## config.mk

```make
export PLATFORM = sky130hd
export DESIGN_NAME = ipl_port
export DESIGN_NICKNAME = d
export VERILOG_FILES = /design/src/inc/ipl_pkg.sv /design/src/inc/ipl_samp_if.sv /design/src/verilog/ipl_detect.sv /design/src/verilog/ipl_port.sv
export SDC_FILE = /design/constraint.sdc
export NUM_CORES = 1
export LEC_CHECK = 0
export BUFFER_PORTS_ARGS = -buffer_cell sky130_fd_sc_hd__buf_2
export CORE_UTILIZATION = 50
export DETAILED_ROUTE_END_ITERATION = 8
export HOLD_SLACK_MARGIN = 0.1
export PLACE_DENSITY = 0.84
export SETUP_SLACK_MARGIN = 0.5
export SYNTH_ARGS = -nofsm -noshare
export SYNTH_HDL_FRONTEND = slang
export SYNTH_SLANG_ARGS = --single-unit
```

## constraint.sdc

```tcl
create_clock -name mclk -period 3.2 [get_ports mclk]
set_clock_uncertainty 0.2 [all_clocks]
set_input_delay 0.64 -clock mclk [delete_from_list [all_inputs] [get_ports mclk]]
set_output_delay 0.64 -clock mclk [all_outputs]
set_load 0.05 [all_outputs]
```

## src/inc/ipl_pkg.sv

```systemverilog
// package of register offsets, fields and constants for the input port level-change block
package ipl_pkg;
    localparam int IPL_NPINS = 4;
    localparam logic [11:0] IPL_OFS_LEVELS = 12'h000;
    localparam logic [11:0] IPL_OFS_MODE = 12'h010;
    localparam logic [11:0] IPL_OFS_CFG = 12'h011;
    localparam logic [11:0] IPL_OFS_IE = 12'h012;
    localparam int IPL_CFG_RATE_BIT = 0;
    localparam int IPL_CFG_POL_BIT = 1;
    localparam logic [3:0] IPL_MODE_RST = 4'h0;
    localparam logic [3:0] IPL_CFG_RST = 4'h0;
    localparam logic [3:0] IPL_IE_RST = 4'h0;
    localparam logic [3:0] IPL_CFG_RSVD = 4'hc;
    localparam logic [15:0] IPL_VECTOR = 16'h001e;
endpackage

```

## src/inc/ipl_samp_if.sv

```systemverilog
// interface carrying the sampling controls and result between top and detector
`timescale 1ns/1ps
interface ipl_samp_if;
    logic sample_en;
    logic [3:0] pins;
    logic [3:0] enable;
    logic pol;
    logic change;
    modport ctl (output sample_en, output pins, output enable, output pol, input change);
    modport det (input sample_en, input pins, input enable, input pol, output change);
endinterface

```

## src/verilog/ipl_detect.sv

```systemverilog
// level-change detector sampled on the selected time-base clock edge
`timescale 1ns/1ps
module ipl_detect
    import ipl_pkg::*;
(
    // clock and reset
    input wire logic mclk,
    input wire logic rstn,
    // sampling link
    ipl_samp_if.det sif
);
    logic state_reg;
    logic state_next;
    logic primed_reg;
    logic [3:0] eff;

    // disabled pins sit at their idle level so they never move the combination
    always_comb
    begin
        eff = (sif.pins & sif.enable) | ({4{sif.pol}} & ~sif.enable);
        if (sif.pol)
            state_next = ~&eff;
        else
            state_next = |eff;
    end

    always_ff @(posedge mclk or negedge rstn)
    begin
        if (!rstn)
        begin
            state_reg <= 1'b0;
            primed_reg <= 1'b0;
        end
        else if (sif.sample_en)
        begin
            state_reg <= state_next;
            primed_reg <= 1'b1;
        end
    end

    assign sif.change = sif.sample_en && primed_reg && (state_next != state_reg);
endmodule

```

## src/verilog/ipl_port.sv

```systemverilog
// four-pin input port with pull control and level-change interrupt request
`timescale 1ns/1ps
module ipl_port
    import ipl_pkg::*;
(
    // clock and reset
    input wire logic mclk,
    input wire logic rstn,
    // special function register access
    input wire logic [11:0] sfr_addr,
    input wire logic sfr_wr,
    input wire logic sfr_rd,
    input wire logic [3:0] sfr_wdata,
    output logic [3:0] sfr_rdata,
    // time base taps
    input wire logic tb_128hz,
    input wire logic tb_4khz,
    // pins
    input wire logic [3:0] pin_in,
    output logic [3:0] pull_en,
    output logic [3:0] pull_up,
    // interrupt controller
    input wire logic flag_clear,
    output logic level_change_irq_request,
    output logic level_change_request_flag,
    output logic [15:0] irq_vector
);
    logic [3:0] input_mode_select_reg;
    logic pull_polarity_select_reg;
    logic sampling_rate_select_reg;
    logic [3:0] pin_interrupt_enable_reg;
    logic tb_prev_reg;
    logic tb_sel;
    logic change;
    ipl_samp_if sif();

    function automatic logic hit(input logic [11:0] a, input logic [11:0] ofs);
        hit = (a == ofs);
    endfunction

    //------------------------------------------------------------
    // control registers
    //------------------------------------------------------------
    always_ff @(posedge mclk or negedge rstn)
    begin
        if (!rstn)
        begin
            input_mode_select_reg <= IPL_MODE_RST;
            pull_polarity_select_reg <= IPL_CFG_RST[IPL_CFG_POL_BIT];
            sampling_rate_select_reg <= IPL_CFG_RST[IPL_CFG_RATE_BIT];
            pin_interrupt_enable_reg <= IPL_IE_RST;
        end
        else if (sfr_wr)
        begin
            if (hit(sfr_addr, IPL_OFS_MODE))
                input_mode_select_reg <= sfr_wdata;
            if (hit(sfr_addr, IPL_OFS_CFG))
            begin
                pull_polarity_select_reg <= sfr_wdata[IPL_CFG_POL_BIT];
                sampling_rate_select_reg <= sfr_wdata[IPL_CFG_RATE_BIT];
            end
            if (hit(sfr_addr, IPL_OFS_IE))
                pin_interrupt_enable_reg <= sfr_wdata;
        end
    end

    //------------------------------------------------------------
    // read data
    //------------------------------------------------------------
    always_ff @(posedge mclk or negedge rstn)
    begin
        if (!rstn)
            sfr_rdata <= 4'h0;
        else if (sfr_rd)
        begin
            if (hit(sfr_addr, IPL_OFS_LEVELS))
                sfr_rdata <= pin_in;
            else if (hit(sfr_addr, IPL_OFS_MODE))
                sfr_rdata <= input_mode_select_reg;
            else if (hit(sfr_addr, IPL_OFS_CFG))
                sfr_rdata <= IPL_CFG_RSVD | {2'b00, pull_polarity_select_reg, sampling_rate_select_reg};
            else if (hit(sfr_addr, IPL_OFS_IE))
                sfr_rdata <= pin_interrupt_enable_reg;
            else
                sfr_rdata <= 4'h0;
        end
    end

    //------------------------------------------------------------
    // pad controls
    //------------------------------------------------------------
    always_ff @(posedge mclk or negedge rstn)
    begin
        if (!rstn)
        begin
            pull_en <= 4'hf;
            pull_up <= 4'h0;
        end
        else
        begin
            pull_en <= ~input_mode_select_reg;
            pull_up <= {4{pull_polarity_select_reg}};
        end
    end

    //------------------------------------------------------------
    // sampling edge: falling edge of selected tap
    //------------------------------------------------------------
    assign tb_sel = sampling_rate_select_reg ? tb_4khz : tb_128hz;

    always_ff @(posedge mclk or negedge rstn)
    begin
        if (!rstn)
            tb_prev_reg <= 1'b0;
        else
            tb_prev_reg <= tb_sel;
    end

    assign sif.sample_en = tb_prev_reg && !tb_sel;
    assign sif.pins = pin_in;
    assign sif.enable = pin_interrupt_enable_reg;
    assign sif.pol = pull_polarity_select_reg;
    assign change = sif.change;

    ipl_detect u_det (
        .mclk(mclk),
        .rstn(rstn),
        .sif(sif)
    );

    //------------------------------------------------------------
    // request pulse and sticky flag; set wins over clear
    //------------------------------------------------------------
    always_ff @(posedge mclk or negedge rstn)
    begin
        if (!rstn)
        begin
            level_change_irq_request <= 1'b0;
            level_change_request_flag <= 1'b0;
            irq_vector <= IPL_VECTOR;
        end
        else
        begin
            level_change_irq_request <= change;
            if (change)
                level_change_request_flag <= 1'b1;
            else if (flag_clear)
                level_change_request_flag <= 1'b0;
            irq_vector <= IPL_VECTOR;
        end
    end

    //------------------------------------------------------------
    // check helpers: independent copy of the sampled combination
    //------------------------------------------------------------
    logic [3:0] chk_eff;
    logic chk_any_high;
    logic chk_all_high;
    logic chk_state;
    logic chk_last_reg;
    logic chk_primed_reg;

    // disabled pins read as the idle level of the chosen pull
    always_comb
    begin
        chk_eff = pin_in;
        for (int i = 0; i < IPL_NPINS; i++)
        begin
            if (!pin_interrupt_enable_reg[i])
                chk_eff[i] = pull_polarity_select_reg;
        end
        chk_any_high = |chk_eff;
        chk_all_high = &chk_eff;
        chk_state = pull_polarity_select_reg ? !chk_all_high : chk_any_high;
    end

    // last sampled combination, kept apart from the detector
    always_ff @(posedge mclk or negedge rstn)
    begin
        if (!rstn)
        begin
            chk_last_reg <= 1'b0;
            chk_primed_reg <= 1'b0;
        end
        else if (sif.sample_en)
        begin
            chk_last_reg <= chk_state;
            chk_primed_reg <= 1'b1;
        end
    end
endmodule
```

==> results of run 1 <==
## through the flow
step / instances / setup WS [ps] / power [mW]
4_1_cts: 188 / 1130 / 0.580
3_5_place_dp: 183 / 795 / 0.423
2_1_floorplan: 136 / 1080 / 0.408
3_3_place_gp: 183 / 859 / 0.421
5_1_grt: 188 / 1040 / 0.604
6_report: 188 / 1130 / 0.575
## critical path, cell delays in order
cell and delay (ps):
buf_2 90, nor3_1 320, nand3_2 240, nor4_4 400, mux2_2 380
## routing by layer
layer | GRT usage | share of wire | up-vias
met5 | 0 | 0 | -
met4 | 0.0658 | 0.0043 | 0
met3 | 0.0603 | 0.063 | 2
met2 | 0.319 | 0.54 | 36
met1 | 0.223 | 0.39 | 448
li1 | - | - | 453
## timing repair
item / CTS / global route
hold endpoints to repair: 20 / 0
setup endpoints to repair: 0 / 0
hold buffers: 1 / 0
## Yosys cell counts
library cell / instances / area, sq um
dfrtp_1: 20 / 500
buf_4: 19 / 143
inv_1: 11 / 41.3
mux2_2: 11 / 124
nand2_1: 6 / 22.5
a21oi_1: 4 / 20.0
a22o_1: 4 / 35.0
dfstp_2: 4 / 105
xor2_1: 4 / 35.0
buf_2: 3 / 15.0
nand2b_1: 3 / 18.8
nor4_4: 3 / 63.8
o21ai_0: 3 / 15.0
a22oi_1: 2 / 15.0
conb_1: 2 / 7.51
nor2_1: 2 / 7.51
nor2b_1: 2 / 12.5
nor3_1: 2 / 10.0
nor4_1: 2 / 12.5
o2bb2ai_1: 2 / 17.5
o31ai_1: 2 / 15.0
o32ai_1: 2 / 17.5
clkbuf_1: 1 / 3.75
nand3_1: 1 / 5.00
nand3_2: 1 / 10.0
nand4_1: 1 / 6.26
nor3b_1: 1 / 7.51
o31a_1: 1 / 8.76
or2_2: 1 / 6.26
or3_1: 1 / 6.26
or3b_2: 1 / 8.76
## cell type report
| class | count | area share |
|---|---|---|
| flip-flops and latches | 24 | 0.406 |
| multi-input cells | 78 | 0.376 |
| repair buffers | 41 | 0.141 |
| inverters | 11 | 0.0277 |
| well taps | 30 | 0.0252 |
| clock buffers | 4 | 0.0243 |
## where the power goes
group          switching, mW  total (mW)  internal [mW]  leakage, nW
registers            0.00228       0.311          0.308        0.311
clock network         0.0873       0.157         0.0694       0.0210
logic                 0.0821       0.108         0.0257        0.429
## cell families after synthesis
family          Yosys count  share of synthesized area
simple gates             27                      0.150
xor+xnor                  4                     0.0266
buf+inv                  34                      0.154
other cells               2                    0.00571
compound gates           20                      0.109
flops                    24                      0.460
mux                      11                     0.0941
## cell usage in the layout, fill, tap and decap left out, types with 3 or more instances in the layout
master / instances
mux2_2: 11
o21ai_0: 3
a22o_1: 4
xor2_1: 4
clkbuf_4: 3
nor4_4: 3
dfrtp_1: 20
conb_1: 16
a21oi_1: 4
nand2_1: 6
buf_2: 40
dfstp_2: 4
inv_1: 11
nand2b_1: 3
## worst min-delay path by stage
| stage | from | to | slack (ps) | cells after the start |
|---|---|---|---|---|
| final | input_mode_select_reg[2]$_DFFE_PN0P_ | pull_en[2]$_DFF_PN1_ | 220 | 1 |
| after global routing | input_mode_select_reg[1]$_DFFE_PN0P_ | pull_en[1]$_DFF_PN1_ | 230 | 1 |
| after CTS | input_mode_select_reg[2]$_DFFE_PN0P_ | pull_en[2]$_DFF_PN1_ | 220 | 1 |
| after detailed placement | input_mode_select_reg[2]$_DFFE_PN0P_ | pull_en[2]$_DFF_PN1_ | 200 | 1 |
| after global placement | input_mode_select_reg[0]$_DFFE_PN0P_ | pull_en[0]$_DFF_PN1_ | 200 | 1 |
| after floorplan | rstn | input_mode_select_reg[0]$_DFFE_PN0P_ | 140 | 0 |
==> summary.md, run 1 <==
| Metric | Value |
|---|---|
| Status | complete, no violations |
| CTS max path bufs | 2 |
| #FFs+latches synth | 24 |
| Crit share post-route | 0.647 |
| Top Ports | 57 |
| RSZ-0062 raised after global routing | false |
| Fillers | approximately 220 |
| Post_cts resized | 0 |
| Worst-margin pin slew | 516 ps |
| Final wirelength | ~2300 um |
| Final HPWL DP | 1890 um |
| Max Cap Violations | 0 |
| Antenna Cells | 0 |
| Core ar. | 2480 sq um |
| Arrival time worst endpoint | roughly 2100 ps |
| 1st-iter DRT viols | 10 |
| H-tree lvl count | 1 |
| Crit path time final | between 2000 and 2500 ps |
| Port Buf Inserts | 40 |
| CTS clk-pin slew, worst paths | 130 ps |
| Final core occ | 0.602 |
| Worst Path Required | 3210 ps |
| Clock Sink Count | 24 |
| Layout area overhead | 13.3% |
| FF+latch area | 606 sq um |
| Worst reg2reg path depth | 4 |
| Share of cells above drive strength 1 | 0.411 |
| Vias per std cell | between 4 and 5 |
| GR Util All Layers | 0.189 |
| R2r startpoint | pull_polarity_select_reg$_DFFE_PN0P_ |
| Fin. Hold Viols | 0 |
| Final nets | between 150 and 200 |
| Die W | approximately 53 um |
| Cells after Synth | between 100 and 150 |
| Worst Path Max Fanout | 5 |
| Drc violations | 0 |
| CTS Root Cell | clkbuf_4 |
| Setup TNS | 0 ps |
| Detail Route Antenna Nets | 0 |
| DR vias | around 940 |
| Global-route wire length before repair | about 3800 um |
| Cell area after layout | approximately 1500 sq um |
| Core Rows | 18 |
| Post-CTS Setup Bufs | 0 |
| Netlist cell types | 31 |
| Pins over their slew limit | 0 |
| Final Wtd Congestion | 0.755 |
| Total global routing overflow | 0 |
| PwrDens | just under 400 nW/um^2 |
| Wire per inst | about 12 um |
| R2r setup slk | ~1400 ps |
| YS warnings | 0 |
| Crit. End Element | flop |
| Final setup violation count | 0 |
| Setup CP Type | input port to flop |
| Inserted Clock Buffers | 3 |
| DRT Pass-1 Iters | 4 |
| Hold_ws | ~220 ps |
| Vias in the first global route | between 800 and 900 |
| Worst min path class | flop to flop |
| Startpoint types | input port |
| Leakage | 0.760 nW |
| Maximum number of pins on one net before global-route repair | 25 |
| Seq/Total Area, Yosys | 0.460 |
| Total die area | between 2000 and 3000 sq um |
| Initial Util | 0.531 |
| Synth Cell Area | approximately 1300 sq um |
| Worst r2r dst | level_change_request_flag$_DFFE_PN0P_ |
| Initial antenna violation count | 0 |
| Area after DPL | about 1400 sq um |
| Area of the multi-input gates | ~560 sq um |
| Setup crit end | pin_interrupt_enable_reg[1]$_DFFE_PN0P_ |
| Achievable Freq | between 0.4 and 0.5 GHz |
| Synthesized area per cell | approximately 11 sq um |
| Worst slew margin | 0.656 |
| Clk_lat worst skew | around 310 ps |
| CTS tree | yes |
| DIE HEIGHT | approximately 53 um |
| CP startpoint | sfr_addr[9] |
| Peak supply drop | 247 uV |
(Power assumes the default switching activity.)
==> inputs of run 2 (changes only) <==
Settings changed: CORE_UTILIZATION 50 to 42, PLACE_DENSITY 0.84 to 0.75.
Clock period 3.2 ns to 1.8 ns, I/O delays scaled along.
==> run 2 against run 1 <==
The flow now finishes with violations (DRC); clock-buffer cell count unchanged; first-iteration DRC count increased to 2.9 times the previous value; wire length increased by 23%; worst hold slack got worse by 100 ps; critical endpoint is now sampling_rate_select_reg$_DFFE_PN0P_.
==> summary.md, run 2 (synthesis gave the netlist of run 1 again) <==
| Metric | Value |
|---|---|
| Status | complete, but fails checks |
| WHS Path Cells | 2 |
| 1st-iter DRT viols | 29 |
| Largest delay share family, worst path | simple AND/OR/NAND/NOR gates |
| Arrival time worst endpoint | about 1700 ps |
| Total die area | approximately 3400 sq um |
| Worst min path class | input port to flop |
| Die W | between 50 and 60 um |
| Maximum number of pins on one net before global-route repair | 25 |
| Buf+Inv Stages, Crit Path | 2 |
| Switching part of the total power | 0.309 |
| Initial antenna violation count | 0 |
| Critical-path cell list | buf_6 > nor4_4 > nand3_4 > buf_4 > nor3b_4 > mux2_2 |
| CTS max path bufs | 2 |
| Worst-margin pin slew | approximately 530 ps |
| Initial Util | 0.461 |
| Setup TNS | 0 ps |
| CTS clk-pin slew, worst paths | ~120 ps |
| Hold Crit Start | sfr_wdata[1] |
| Clock power frac | 0.236 |
| Vias in the first global route | approximately 1,000 |
| CTS tree | yes |
| Final Wtd Congestion | 0.815 |
| Clock Sink Count | 24 |
| Crit path time final | about 1700 ps |
| DRT Pass-1 Iters | 6 |
| Failing checks | DRC |
| Hold EP | pin_interrupt_enable_reg[1]$_DFFE_PN0P_ |
| DR vias | 1,069 |
| Worst Path Max Fanout | 3 |
| Final setup violation count | 0 |
| Max Cap Violations | 0 |
| Port Buf Inserts | 40 |
| Antenna Cells | 0 |
| Startpoint types | input port |
| H-tree lvl count | 1 |
| Clk_lat worst skew | slightly above 300 ps |
| Internal power | 712 uW |
| Share of cells above drive strength 1 | 0.497 |
| R2r startpoint | pull_polarity_select_reg$_DFFE_PN0P_ |
| Hold_ws | ~120 ps |
| Final nets | just over 200 |
| Worst reg2reg path depth | 4 |
| Net switching power | 319 uW |
| Final HPWL DP | between 1500 and 2000 um |
| Vias per std cell | approximately 5.1 |
| Gate power share | 0.227 |
| Worst Path Required | 1810 ps |
| Total stage count of the critical path | 6 |
| Worst r2r dst | level_change_irq_request$_DFF_PN0_ |
| Core ar. | about 2900 sq um |
| Crit. End Element | flop |
| Final wirelength | approximately 2900 um |
| Layout area overhead | 40.6% |
| Final core occ | 0.649 |
| Wire per inst | ~14 um |
| Peak supply drop | 331 uV |
| FF+latch area | 608 sq um |
| R2r setup slk | about 130 ps |
| Critical path's slowest cell | mux2_2 |
| Commonest non-fill, non-tap cell in the layout | buf_2 |
| Crit share post-route | 0.944 |
| CTS Root Cell | clkbuf_4 |
| Achievable Freq | between 0.5 and 0.6 GHz |
| Inserted Clock Buffers | 3 |
| Area of the multi-input gates | roughly 650 sq um |
| Sequential share of power | 0.537 |
| DIE HEIGHT | between 50 and 60 um |
| Core Rows | 19 |
| Crit path largest cell delay | 360 ps |
| Pins over their slew limit | 0 |
| Leakage | slightly above 0.9 nW |
| Fillers | between 200 and 250 |
| Drc violations | 8 |
| Fin. Hold Viols | 0 |
| Global-route wire length before repair | between 4000 and 5000 um |
| GR Util All Layers | 0.183 |
| RSZ-0062 raised after global routing | true |
| Total global routing overflow | 0 |
| Most frequent cells in the layout | 23 x buf_2, 18 x dfrtp_1, 16 x conb_1 |
| Top Ports | 57 |
| PwrDens | around 560 nW/um^2 |
| Detail Route Antenna Nets | 0 |
| Setup CP Type | input port to flop |
| Worst slew margin | 0.649 |
## run 2: changes by cell type in the layout (fill, tap and decap cells not counted), sizes merged
| cell | before | now |
|---|---|---|
| dlygate4sd3 | 1 | 6 |
| buf | 40 | 54 |
## run 2: worst max path at each step
stage	to	from
after detailed placement	pin_interrupt_enable_reg[1]$_DFFE_PN0P_	sfr_addr[10]
final	sampling_rate_select_reg$_DFFE_PN0P_	sfr_addr[10]
after floorplan	input_mode_select_reg[0]$_DFFE_PN0P_	sfr_addr[10]
after global routing	pin_interrupt_enable_reg[2]$_DFFE_PN0P_	sfr_addr[10]
after CTS	sampling_rate_select_reg$_DFFE_PN0P_	sfr_addr[7]
after global placement	pin_interrupt_enable_reg[0]$_DFFE_PN0P_	sfr_addr[10]
## run 2: worst reg2reg max path, delay by kind of cell (launching register included)
family	cells	cell delay (ps)
AOI/OAI and AO/OA	1	270
xor gates and xnor gates	1	160
DFF	1	500
and+or+nand+nor	2	490
## run 2: what timing repair did
action / in CTS / in global routing
endpoints found under the hold margin: 28 / 0
setup endpoints to repair: 29 / 30
resized for setup: 49 / 2
hold buffers: 6 / 0
buffers inserted: 7 / 4
pin swaps: 5 / 4
## run 2: metrics by stage
stage | instances | total power [mW] | instance area, sq um | setup WS [ps]
2_1_floorplan | 136 | 0.732 | 1420 | -36.6
5_1_grt | 208 | 1.07 | 1850 | 57.5
4_1_cts | 204 | 1.04 | 1810 | 98.6
3_3_place_gp | 187 | 0.759 | 1490 | -265
3_5_place_dp | 187 | 0.764 | 1490 | -315
6_report | 208 | 1.03 | 1850 | 101
## run 2: area by class of cell
type,instances,area share
inverter,11,0.0223
timing repair buffer,60,0.263
clock buffer,4,0.0142
tap,31,0.0210
sequential,24,0.329
multi-input combinational,78,0.351
## run 2: power groups by stage
stage / Clock [mW] / Sequential (mW) / Combinational, mW
floorplan: 0 / 0.576 / 0.156
global placement: 0 / 0.562 / 0.197
detailed placement: 0 / 0.562 / 0.202
CTS: 0.254 / 0.554 / 0.228
global route: 0.269 / 0.555 / 0.251
finish: 0.243 / 0.554 / 0.234
## run 2: per-layer routing
layer,track usage,wire [um],up-vias
li1,-,-,497
met1,0.236,1210,509
met2,0.302,1420,55
met3,0.0246,178,8
met4,0.0884,68,0
met5,0,0,-
==> inputs of run 3 (changes only) <==
Settings changed: CORE_ASPECT_RATIO from default to 0.8.
==> run 3 against run 2 <==
Register-to-register slack about the same; total power up 12%; the run now ends clean; setup slack worse by 21 ps; critical path depth unchanged; worst hold slack better by 18 ps.
==> summary.md, run 3 (synthesis gave the netlist of run 1 again) <==
| Metric | Value |
|---|---|
| Buf+Inv Stages, Crit Path | 2 |
| Hold Crit Start | sfr_wdata[3] |
| Leakage | around 0.93 nW |
| Drc violations | 0 |
| Fin. Hold Viols | 0 |
| Achievable Freq | 0.581 GHz |
| Busiest grt layer | met2 |
| 1st-iter DRT viols | 25 |
| Cell area after layout | between 1500 and 2000 sq um |
| PwrDens | just over 600 nW/um^2 |
| Vias in the first global route | ~1,000 |
| RSZ-0062 raised after global routing | true |
| Initial Util | 0.458 |
| Global Route met1 Usage | 0.228 |
| Global-route wire length before repair | 4820 um |
| Setup CP Type | input port to flop |
| CP dominant cell by count | nor4_4 |
| DR vias | approximately 1,000 |
| Initial antenna violation count | 0 |
| CTS tree | yes |
| Vias per std cell | 4.85 |
| Final setup violation count | 0 |
| Final Wtd Congestion | ~0.83 |
| H-tree lvl count | 1 |
| CP startpoint | sfr_addr[3] |
| Inserted Clock Buffers | 3 |
| Detail Route Antenna Nets | 0 |
| Port Buf Inserts | 40 |
| Worst Path Max Fanout | 4 |
| Worst Path Required | 1760 ps |
| Largest delay share family, worst path | simple AND/OR/NAND/NOR gates |
| Final wirelength | about 3000 um |
| Area after DPL | 1530 sq um |
| Maximum number of pins on one net before global-route repair | 25 |
| Critical-path cell list | buf_6 > nor4_4 > nand3_4 > nor4_4 > buf_4 > mux2_4 |
| Fillers | between 200 and 250 |
| Total die area | between 3000 and 4000 sq um |
| Final worst slack | 80.0 ps |
| GR Util met2 | 0.351 |
| Total global routing overflow | 0 |
| Setup TNS | 0 ps |
| Final nets | roughly 210 |
| Critical path's slowest cell | nor4_4 |
| Die W | around 65 um |
| GR Util All Layers | 0.198 |
| Wire per inst | between 10 and 15 um |
| DIE HEIGHT | ~52 um |
| Final HPWL DP | roughly 1900 um |
| Status | complete, no violations |
| Final core occ | 0.663 |
| Crit path largest cell delay | between 300 and 400 ps |
| Most frequent cells in the layout | 23 x buf_2, 18 x dfrtp_1, 16 x conb_1, 16 x buf_4, 14 x buf_6 |
| Layout area overhead | 44.7% |
| Crit share post-route | 0.956 |
| Core Rows | 17 |
| Crit path time final | ~1700 ps |
| Peak supply drop | ~420 uV |
| Clk_lat worst skew | ~270 ps |
| DRT Pass-1 Iters | 4 |
| Pins over their slew limit | 0 |
| Max Cap Violations | 0 |
| Met3 global-route usage | 0.0461 |
| Share of cells above drive strength 1 | 0.542 |
| CTS Root Cell | clkbuf_8 |
| R2r startpoint | pull_polarity_select_reg$_DFFE_PN0P_ |
| Crit. End Element | flop |
| Post-place setup slack | -269 ps |
| Worst min path class | input port to flop |
| Clock Sink Count | 24 |
| Core ar. | between 2000 and 3000 sq um |
| CTS max path bufs | 2 |
| CTS clk-pin slew, worst paths | 90 ps |
| Arrival time worst endpoint | 1680 ps |
| Top Ports | between 50 and 60 |
| Antenna Cells | 0 |
| Commonest non-fill, non-tap cell in the layout | buf_2 |
| Startpoint types | input port |
## run 3: path summary, 6_finish.rpt
check / endpoint / slack [ps] / cells past startpoint
worst max-delay path: input_mode_select_reg[0]$_DFFE_PN0P_ / 80 / 6
worst min-delay path: input_mode_select_reg[3]$_DFFE_PN0P_ / 140 / 2
worst max register to register: level_change_irq_request$_DFF_PN0_ / 140 / 4
worst min register to register: pull_en[0]$_DFF_PN1_ / 220 / 1
max in group asynchronous: pull_en[0]$_DFF_PN1_ / 750 / 2
min in group asynchronous: pin_interrupt_enable_reg[0]$_DFFE_PN0P_ / 350 / 2
## run 3: metal layers
metal / part of all wire / up-vias
met2: 0.50 / 44
met1: 0.42 / 499
met4: 0.019 / 0
met5: 0 / -
li1: - / 493
met3: 0.052 / 7
## run 3: where the power goes
group	leakage (nW)	switching, mW	internal (mW)
clock network	0.0288	0.179	0.196
registers	0.307	0.00530	0.548
logic	0.593	0.158	0.0707
total	0.929	0.342	0.814
## run 3: through the flow
stage               power, mW  cells  hold WS [ps]
global route             1.20    215           135
detailed placement      0.769    197           178
global placement        0.765    197           158
CTS                      1.16    207           132
floorplan               0.732    136          -136
finish                   1.16    215           136
## run 3: cell type report
type / count / area, sq um / share of cell area
Multi-Input combinational cell: 78 / 662 / 0.348
Inverter: 11 / 41.3 / 0.0217
Timing Repair Buffer: 60 / 490 / 0.258
Sequential cell: 24 / 608 / 0.319
Tap cell: 38 / 47.5 / 0.0250
Clock buffer: 4 / 55.1 / 0.0289
## run 3: repair_timing
action / in CTS / in global routing
buffers inserted: 5 / 8
endpoints found under the hold margin: 20 / 0
setup endpoints to repair: 30 / 32
resized for setup: 47 / 8
hold buffers: 1 / 0
pin swaps: 3 / 10
## run 3: worst reg2reg max path: cells and delay by family (launching register included)
family / cells / cell delay, ps
DFF: 1 / 480
and+or+nand+nor: 2 / 490
AOI/OAI and AO/OA: 1 / 270
xor gates and xnor gates: 1 / 160
